**src/core/fpc_pkg.sv**
```systemverilog
// Package: constants and carrier types for the framer primary control block
package fpc_pkg;

  // ****************************************************************
  // Register map and fields
  // ****************************************************************
  localparam logic [8:0] FPC_ADDR_CTRL = 9'h001;
  localparam logic [8:0] FPC_ADDR_IRR  = 9'h003;
  localparam logic [8:0] FPC_ADDR_ISR0 = 9'h004;
  localparam logic [8:0] FPC_ADDR_ISR7 = 9'h00b;
  localparam int         FPC_BIT_RESET = 7;
  localparam int         FPC_BIT_INCF  = 5;
  localparam int         FPC_MODE_LSB  = 1;
  localparam int         FPC_BIT_RATE  = 0;
  localparam logic [7:0] FPC_CTRL_WMASK = 8'h3f;
  localparam logic [7:0] FPC_CTRL_DEF  = 8'h00;
  localparam logic [7:0] FPC_IRR_DEF   = 8'h00;
  localparam int         FPC_NGRP      = 8;

  // ****************************************************************
  // Timing
  // ****************************************************************
  localparam int FPC_CLK_MHZ     = 200;
  localparam int FPC_RST_MAX_US  = 15;
  // Longest time in cycles; the sequence runs for exactly this many cycles unless the reset pin restarts the count
  localparam int FPC_RST_CYC     = FPC_RST_MAX_US * FPC_CLK_MHZ;
  localparam logic [11:0] FPC_RST_LAST = 12'(FPC_RST_CYC - 1);

  // ****************************************************************
  // Receive framer modes
  // ****************************************************************
  typedef enum logic [3:0]
  {
    FPC_T1_FT      = 4'h0,
    FPC_T1_ESF_FPS = 4'h1,
    FPC_T1_SF      = 4'h4,
    FPC_T1_SF_JYA  = 4'h5,
    FPC_T1_SF_DM   = 4'h6,
    FPC_T1_SLC_LOF = 4'h8,
    FPC_T1_SLC     = 4'h9,
    FPC_T1_ESF_MIM = 4'hc,
    FPC_T1_ESF_FRC = 4'hd
  } fpc_t1_mode_t;

  typedef enum logic [1:0]
  {
    FPC_ST_IDLE = 2'b00,
    FPC_ST_RUN  = 2'b01
  } fpc_state_t;

  // Decoded framer configuration handed to the synchronizer
  typedef struct packed
  {
    logic       t1_mode;
    logic       crc_fbit_include;
    logic       e1_cas_mf;
    logic       e1_crc_mf;
    logic       bit_slip_handling;
    logic       t1_sf;
    logic       t1_esf;
    logic       t1_esf_crc_check;
    logic       t1_esf_force_crc;
    logic       t1_slc;
    logic       slc_frame_loss_option;
    logic       japan_yellow_alarm;
    logic       t1_dm;
    logic [3:0] rx_framer_mode_sel;
    logic [3:0] loss_of_frame_thresholds;
  } fpc_cfg_t;

  // Host port request
  typedef struct packed
  {
    logic       rd;
    logic       wr;
    logic [8:0] addr;
    logic [7:0] wdata;
  } fpc_req_t;

endpackage

```
**src/core/fpc_irr_bit.sv**
```systemverilog
// Module: one interrupt request summary bit with read clear
`timescale 1ns/1ps
module fpc_irr_bit
  import fpc_pkg::*;
(
  // Clock and reset
  input  wire logic core_clk,
  input  wire logic reset,
  input  wire logic clk_en,
  // Control
  input  wire logic seq_clear,
  input  wire logic event_in,
  input  wire logic status_read,
  // Result
  output logic      req_bit
);

  typedef struct packed
  {
    logic req;
  } fpc_bit_state_t;

  fpc_bit_state_t st_reg;
  fpc_bit_state_t st_next;

  // Event wins over a same-cycle status read
  always_comb
  begin
    st_next = st_reg;
    if (seq_clear)
      st_next.req = 1'b0;
    else if (event_in)
      st_next.req = 1'b1;
    else if (status_read)
      st_next.req = 1'b0;
  end

  always_ff @(posedge core_clk or posedge reset)
  begin
    if (reset)
      st_reg <= '0;
    else if (clk_en)
      st_reg <= st_next;
  end

  assign req_bit = st_reg.req;

endmodule

```
**src/core/fpc_top.sv**
```systemverilog
// Module: framer primary control register and interrupt request summary
`timescale 1ns/1ps
module fpc_top
  import fpc_pkg::*;
(
  // Clock, reset and clock enable
  input  wire logic                 core_clk,
  input  wire logic                 reset,
  input  wire logic                 clk_en,
  input  wire logic                 ext_reset_pin_n,
  input  wire logic                 global_reset_cmd,
  // Host register port
  input  wire fpc_pkg::fpc_req_t    host_req,
  output logic [7:0]                host_rdata,
  // Status group events and enables
  input  wire logic [7:0]           interrupt_status_group,
  input  wire logic                 master_interrupt_enable,
  input  wire logic [3:0]           loss_of_frame_thresholds,
  // Status register clear strobes
  output logic [7:0]                status_clear,
  // Framer configuration and reset state
  output fpc_pkg::fpc_cfg_t         framer_cfg,
  output logic                      framer_reset_active,
  // System bus output enables and programmable I/O direction
  output logic                      rx_signaling_out_oe,
  output logic                      rx_pcm_out_oe,
  output logic                      signaling_freeze_out_oe,
  output logic [7:0]                pio_dir_out,
  // Interrupts
  output logic                      master_interrupt_flag,
  output logic                      irq_out_n
);

  // ****************************************************************
  // State
  // ****************************************************************
  typedef struct packed
  {
    logic [2:0]  pin_sync;
    fpc_state_t  state;
    logic [11:0] cnt;
    logic [7:0]  ctrl;
    logic [7:0]  rdata;
    logic [7:0]  sclr;
    fpc_cfg_t    cfg;
    logic        busy;
    logic        drive_en;
    logic [7:0]  pio_dir;
    logic        mflag;
    logic        irq_n;
  } fpc_top_state_t;

  fpc_top_state_t st_reg;
  fpc_top_state_t st_next;
  logic [7:0]     irr;
  logic [7:0]     isr_rd;
  logic           seq_clear;
  logic           pin_rst;
  logic           ctrl_wr;
  logic [3:0]     mode;
  logic           t1;

  assign t1      = st_reg.ctrl[FPC_BIT_RATE];
  assign mode    = st_reg.ctrl[FPC_MODE_LSB +: 4];
  assign ctrl_wr = host_req.wr && host_req.addr == FPC_ADDR_CTRL;
  // Second and third stages agree the pin is low
  assign pin_rst = !st_reg.pin_sync[1] && !st_reg.pin_sync[2];
  // Registers clear while the sequence is running
  assign seq_clear = st_reg.state == FPC_ST_RUN;

  // ****************************************************************
  // Interrupt request summary bits
  // ****************************************************************
  genvar g;
  generate
    for (g = 0; g < FPC_NGRP; g++)
    begin : g_irr
      assign isr_rd[g] = host_req.rd
        && host_req.addr == 9'(FPC_ADDR_ISR0 + 9'(g));
      fpc_irr_bit u_bit
      (
        .core_clk    (core_clk),
        .reset       (reset),
        .clk_en      (clk_en),
        .seq_clear   (seq_clear),
        .event_in    (interrupt_status_group[g]),
        .status_read (isr_rd[g]),
        .req_bit     (irr[g])
      );
    end
  endgenerate

  // ****************************************************************
  // Next-state logic
  // ****************************************************************
  always_comb
  begin
    st_next = st_reg;
    st_next.pin_sync = {st_reg.pin_sync[1:0], ext_reset_pin_n};
    case (st_reg.state)
      FPC_ST_IDLE:
      begin
        if (pin_rst || global_reset_cmd)
        begin
          st_next.state = FPC_ST_RUN;
          st_next.cnt   = '0;
          st_next.ctrl  = FPC_CTRL_DEF;
        end
        else if (ctrl_wr && host_req.wdata[FPC_BIT_RESET])
        begin
          // Defaults land with the start so no stale mode is decoded
          st_next.state = FPC_ST_RUN;
          st_next.cnt   = '0;
          st_next.ctrl  = FPC_CTRL_DEF;
        end
        else if (ctrl_wr)
          st_next.ctrl = host_req.wdata & FPC_CTRL_WMASK;
      end
      FPC_ST_RUN:
      begin
        // Writes during the sequence are dropped, not queued
        st_next.ctrl     = FPC_CTRL_DEF;
        st_next.drive_en = 1'b0;
        st_next.cnt      = st_reg.cnt + 12'h001;
        if (pin_rst)
          st_next.cnt = '0;
        else if (st_reg.cnt == FPC_RST_LAST)
        begin
          // Clear the count so it never passes the last value
          st_next.state = FPC_ST_IDLE;
          st_next.cnt   = '0;
        end
      end
      default:
        st_next.state = FPC_ST_RUN;
    endcase
    st_next.busy = st_next.state == FPC_ST_RUN;

    // Read data; reserved bits read zero, summary reads live state
    st_next.rdata = 8'h00;
    if (host_req.rd && host_req.addr == FPC_ADDR_CTRL)
      st_next.rdata = {st_next.busy, st_reg.ctrl[6:0]};
    else if (host_req.rd && host_req.addr == FPC_ADDR_IRR)
      st_next.rdata = irr;
    st_next.sclr = isr_rd;
    st_next.pio_dir = '0;

    // Decode mode for the framing synchronizer
    st_next.cfg = '0;
    st_next.cfg.t1_mode = t1;
    st_next.cfg.rx_framer_mode_sel = mode;
    st_next.cfg.loss_of_frame_thresholds = loss_of_frame_thresholds;
    if (t1)
    begin
      st_next.cfg.crc_fbit_include = st_reg.ctrl[FPC_BIT_INCF];
      case (mode)
        FPC_T1_SF:      st_next.cfg.t1_sf = 1'b1;
        FPC_T1_SF_JYA:
        begin
          st_next.cfg.t1_sf = 1'b1;
          st_next.cfg.japan_yellow_alarm = 1'b1;
        end
        FPC_T1_SF_DM:
        begin
          st_next.cfg.t1_sf = 1'b1;
          st_next.cfg.t1_dm = 1'b1;
        end
        FPC_T1_SLC_LOF:
        begin
          st_next.cfg.t1_slc = 1'b1;
          st_next.cfg.slc_frame_loss_option = 1'b1;
        end
        FPC_T1_SLC:     st_next.cfg.t1_slc = 1'b1;
        FPC_T1_ESF_FPS: st_next.cfg.t1_esf = 1'b1;
        FPC_T1_ESF_MIM:
        begin
          st_next.cfg.t1_esf = 1'b1;
          st_next.cfg.t1_esf_crc_check = 1'b1;
        end
        FPC_T1_ESF_FRC:
        begin
          st_next.cfg.t1_esf = 1'b1;
          st_next.cfg.t1_esf_crc_check = 1'b1;
          st_next.cfg.t1_esf_force_crc = 1'b1;
        end
        default: st_next.cfg.t1_sf = 1'b0;
      endcase
    end
    else
    begin
      // F-bit option forced low in E1
      st_next.cfg.crc_fbit_include = 1'b0;
      st_next.cfg.e1_cas_mf = mode[3];
      st_next.cfg.e1_crc_mf = mode[2];
      st_next.cfg.bit_slip_handling = mode[1];
    end

    // Interrupt summary only reaches the pin when enabled
    st_next.mflag = master_interrupt_enable && (|irr);
    st_next.irq_n = !st_next.mflag;
  end

  // ****************************************************************
  // Registers
  // ****************************************************************
  always_ff @(posedge core_clk or posedge reset)
  begin
    if (reset)
    begin
      // Power-up runs the sequence too
      st_reg       <= '0;
      st_reg.state <= FPC_ST_RUN;
      st_reg.busy  <= 1'b1;
      st_reg.irq_n <= 1'b1;
      st_reg.pin_sync <= 3'b111;
    end
    else if (clk_en)
      st_reg <= st_next;
  end

  // Programmable I/O direction is held at 0; no register reconfigures it
  assign pio_dir_out             = st_reg.pio_dir;
  // Line rate comes from the line clocks; only nominal rate is chosen
  assign framer_cfg              = st_reg.cfg;
  assign host_rdata              = st_reg.rdata;
  assign status_clear            = st_reg.sclr;
  assign framer_reset_active     = st_reg.busy;
  assign rx_signaling_out_oe     = st_reg.drive_en;
  assign rx_pcm_out_oe           = st_reg.drive_en;
  assign signaling_freeze_out_oe = st_reg.drive_en;
  assign master_interrupt_flag   = st_reg.mflag;
  assign irq_out_n               = st_reg.irq_n;
endmodule

```
**config.mk**
```make
export PLATFORM = sky130hd
export DESIGN_NAME = fpc_top
export DESIGN_NICKNAME = d
export VERILOG_FILES = /design/src/core/fpc_pkg.sv /design/src/core/fpc_irr_bit.sv /design/src/core/fpc_top.sv
export SDC_FILE = /design/constraint.sdc
export NUM_CORES = 1
export LEC_CHECK = 0
export BUFFER_PORTS_ARGS = -buffer_cell sky130_fd_sc_hd__buf_2
export CAP_MARGIN = 0
export CORE_AREA = 5 5 104 106
export DETAILED_ROUTE_END_ITERATION = 10
export DIE_AREA = 0 0 109 111
export HOLD_SLACK_MARGIN = 0.1
export PLACE_DENSITY = 0.63
export SYNTH_ARGS = -nofsm -noshare
export SYNTH_HDL_FRONTEND = slang
export SYNTH_HIERARCHICAL = 1
export SYNTH_SLANG_ARGS = --single-unit
```
**constraint.sdc**
```tcl
create_clock -name core_clk -period 2 [get_ports core_clk]
set_input_delay 0.2 -clock core_clk [delete_from_list [all_inputs] [get_ports core_clk]]
set_output_delay 0.2 -clock core_clk [all_outputs]
set_load 0.1 [all_outputs]
```
==> qor.log <==
INFO  status         outcome=completed
INFO  floorplanning  floorplan.die.width=109µm
INFO  yosys          ys_warn_count=6
INFO  clock_network  cts_made_buffers=9
INFO  grt            grt_max_degree=56
INFO  grt            routing_layer_with_the_top_usage_in_global_route=met2
INFO  clock_network  worst_setup_hold_path_clk_slew=80ps
INFO  yosys          synth-edff-count=0
INFO  placement      port-buffer-count=75
INFO  sta            layout_worst_path_cycle_share=89.0%
INFO  final_layout   area_growth=16.7%
INFO  worst_setup_path reg2reg_depth=6
INFO  clock_network  clock_tree.root_cell=sky130_fd_sc_hd__clkbuf_8
INFO  drt            detail_route.wirelength=8900µm
INFO  worst_setup_path worstPathBufferInverterCount=1
INFO  power_and_ir_drop p_total=4.08mW
INFO  sta            maxSlewHeadroom=63.6%
INFO  sta            drv_slew=0
INFO  sta            finalCriticalPeriod=1780ps
INFO  sta            postLayoutSetupSlackWorst=219ps
INFO  final_layout   final.fill_count=957
INFO  yosys          netlist_area=3800µm²
INFO  grt            globalRouteTotalUtil=15.4%
INFO  drt            detail_route.drc_violations=0
INFO  sta            tightest_slew=543ps
INFO  sta            fin_worst_hold_slack=116ps
INFO  worst_setup_path worst_path_dominant_cell_family=simple AND/OR/NAND/NOR gates
INFO  clock_network  clock_tree_from_tritoncts=done
INFO  worst_setup_path timing.critical_path.to_type=register
INFO  min_path       min_path_cells=3
INFO  sta            max_freq=562MHz
INFO  floorplanning  floorplan.initialDensity=39.2%
INFO  worst_setup_path cpPeakStageDelay=490ps
INFO  sta            fin_skew=5.86ps
INFO  worst_setup_path timing.critical_path.required=2200ps
INFO  final_layout   insertedDiodeCount=0
INFO  grt            met1_usage_grt=21.0%
INFO  drt            firstDrtPassIters=4
INFO  worst_setup_path worst_r2r_startpoint=st_reg[57]$_DFFE_PP0P_
INFO  min_path       min_to=irq_out_n$_DFFE_PP1P_
INFO  yosys          postSynthAreaPerCell=9.86µm²
INFO  grt            grt_pass1_vias=2947
INFO  placement      placement.setup.worst_slack=28.4ps
INFO  worst_setup_path crit_path_max_fanout=9
INFO  power_and_ir_drop worst_ir_drop_vdd=0.355mV
INFO  final_layout   finish.net_count=481
INFO  sta            rsz0062_at_grt=no
INFO  drt            remaining_antenna_violation_count=0
INFO  final_layout   final_core_utilization=45.7%
INFO  worst_setup_path worstSetupPathDepth=6
INFO  grt            gr-usage-met2=23.2%
INFO  drt            drt_iter0_drcs=129
INFO  drt            wire_per_inst=15.3µm
INFO  grt            grt_antenna_before_repair=0
INFO  yosys          synth_sequential_area_ratio=47.0%
INFO  grt            globalRoute.totalOverflow=0
INFO  worst_setup_path crit_slowest_cell=sky130_fd_sc_hd__or4_4
INFO  clock_network  insertion_delay=340ps
INFO  clock_network  cts.htree.levels=3
INFO  min_path       startpoint_of_the_most_critical_hold_path=master_interrupt_enable
INFO  yosys          synth_ff_type=sky130_fd_sc_hd__dfrtp_1
INFO  final_layout   largest_register_ff_count=21
INFO  yosys          synth_register_bits=71
INFO  floorplanning  die_area=12100µm²
INFO  clock_network  clk_path_buf_depth=2
INFO  run            drv_cap=0
INFO  final_layout   drive_gt1_share=31.0%
INFO  yosys          synth-async-reset-ratio=100%
INFO  power_and_ir_drop power_density=921nW/µm²
INFO  worst_setup_path criticalPathCategory=reg -> reg
INFO  grt            grt_pass1_wl=14800µm
INFO  worst_setup_path worstReg2RegEnd=st_reg[59]$_DFFE_PP0P_
INFO  yosys          netlist_instances=385
INFO  sta            setup_violations=0
INFO  worst_setup_path regToRegSetupSlack=220ps
INFO  floorplanning  rows=36
INFO  grt            grt_use_met3=3.84%
INFO  sta            setup_tns=0ps
INFO  clock_network  cts.sinks=71
INFO  sta            hold_violations=0
INFO  floorplanning  core-area=9680µm²
INFO  worst_setup_path critical_path.startpoint_type=register
INFO  placement      gpl.final_weighted_congestion=0.828
INFO  yosys          yosys.cell_types.count=51
INFO  placement      detailedPlacementHpwl=6430µm
INFO  worst_setup_path worstPathCellList=ha_1 > nand3b_1 > or4_4 > buf_4 > nand4_1 > o311ai_0
INFO  drt            via_count=2992
INFO  power_and_ir_drop static-leakage-power=2.11nW
INFO  floorplanning  chipHeight=111µm
INFO  min_path       worst_hold_path_type=in -> reg
INFO  floorplanning  num_io_pins=88
INFO  drt            avgViaCountPerCell=5.15
INFO  worst_setup_path worst_ep_arrival_time=1980ps
-- power by group --
part | switching [mW] | leakage [nW] | total (mW) | internal [mW]
logic | 0.677 | 1.07 | 0.950 | 0.273
clock network | 0.542 | 0.112 | 1.31 | 0.768
registers | 0.200 | 0.930 | 1.82 | 1.62
-- layer usage --
| layer | part of all wire, % | up-vias |
|---|---|---|
| li1 | - | 1426 |
| met1 | 44 | 1449 |
| met2 | 47 | 103 |
| met3 | 6.6 | 14 |
| met4 | 2.0 | 0 |
| met5 | 0 | - |
-- cell usage after synthesis, types with 7 or more instances --
cell type	count	area [µm²]
sky130_fd_sc_hd__dfrtp_1	65	1630
sky130_fd_sc_hd__a31oi_1	7	43.8
sky130_fd_sc_hd__o21ai_0	11	55.1
sky130_fd_sc_hd__clkbuf_1	10	37.5
sky130_fd_sc_hd__mux2_2	21	236
sky130_fd_sc_hd__nand2_1	14	52.6
sky130_fd_sc_hd__buf_4	48	360
sky130_fd_sc_hd__inv_1	43	161
sky130_fd_sc_hd__nand4_1	7	43.8
sky130_fd_sc_hd__a32o_1	8	80.1
sky130_fd_sc_hd__nand3_1	29	145
sky130_fd_sc_hd__o21ai_1	9	45.0
sky130_fd_sc_hd__nor2_1	19	71.3
-- tightest hold or removal path, cell delays in order --
cell	delay (ps)
sky130_fd_sc_hd__buf_2	80
sky130_fd_sc_hd__nand3_1	80
sky130_fd_sc_hd__o21a_1	110
-- logic make-up after synthesis --
group / Yosys count / synth area share (%)
AND/OR/NAND/NOR: 115 / 18.2
buffers and inverters: 104 / 15.1
flip-flops: 71 / 47.0
AO/OA/AOI/OAI: 70 / 12.5
multiplexers: 23 / 6.76
adder cells (fa/ha/maj): 1 / 0.330
other: 1 / 0.0988
-- what timing repair did --
action                                 in CTS  in global routing
setup buffers                               0                  0
gates resized for setup                     0                  2
setup endpoints to repair                   0                  3
endpoints found under the hold margin      26                  0
hold buffers                               11                  0
-- cells in the final DEF (no fill, tap or decap), drive strengths merged, types with 7 or more instances in the layout --
cell         synthesis  layout
a32o                 8       8
buf                 51      87
dlygate4sd3          0      11
conb                 1      11
nand2               14      14
clkbuf              10      11
nor4                 7       7
inv                 43      43
nand4                7       7
nand3               29      29
nor2                19      19
a31oi                7       7
dfrtp               65      65
o21ai               20      20
mux2                21      21
-- worst max-delay path by stage --
stage          slack [ps]                   start                            endpoint
4_1_cts                20  st_reg[57]$_DFFE_PP0P_           host_rdata[7]$_DFFE_PP0P_
5_1_grt               130  st_reg[57]$_DFFE_PP0P_              st_reg[60]$_DFFE_PP0P_
3_3_place_gp           80            host_req[13]  g_irr[0].u_bit/req_bit$_DFFE_PP0P_
3_5_place_dp           30            host_req[13]  g_irr[4].u_bit/req_bit$_DFFE_PP0P_
2_1_floorplan         240                   reset           framer_cfg[0]$_DFFE_PP0P_
6_report              220  st_reg[57]$_DFFE_PP0P_              st_reg[59]$_DFFE_PP0P_
-- metrics by stage --
| step | instance area, µm² | std cells |
|---|---|---|
| final | 4430 | 581 |
| after global routing | 4430 | 581 |
| after CTS | 4420 | 581 |
| after detailed placement | 4080 | 554 |
| after global placement | 4080 | 554 |
| after floorplan | 3830 | 395 |
-- final cells by class --
| type | instances | area (µm²) | area share, % |
|---|---|---|---|
| timing repair buffer | 98 | 601 | 13.6 |
| multi-input combinational | 220 | 1490 | 33.5 |
| clock buffer | 11 | 151 | 3.42 |
| sequential | 71 | 1780 | 40.3 |
| clock inverter | 5 | 80.1 | 1.81 |
| inverter | 43 | 161 | 3.64 |
| tap | 133 | 166 | 3.76 |
(Power assumes the default switching activity.)
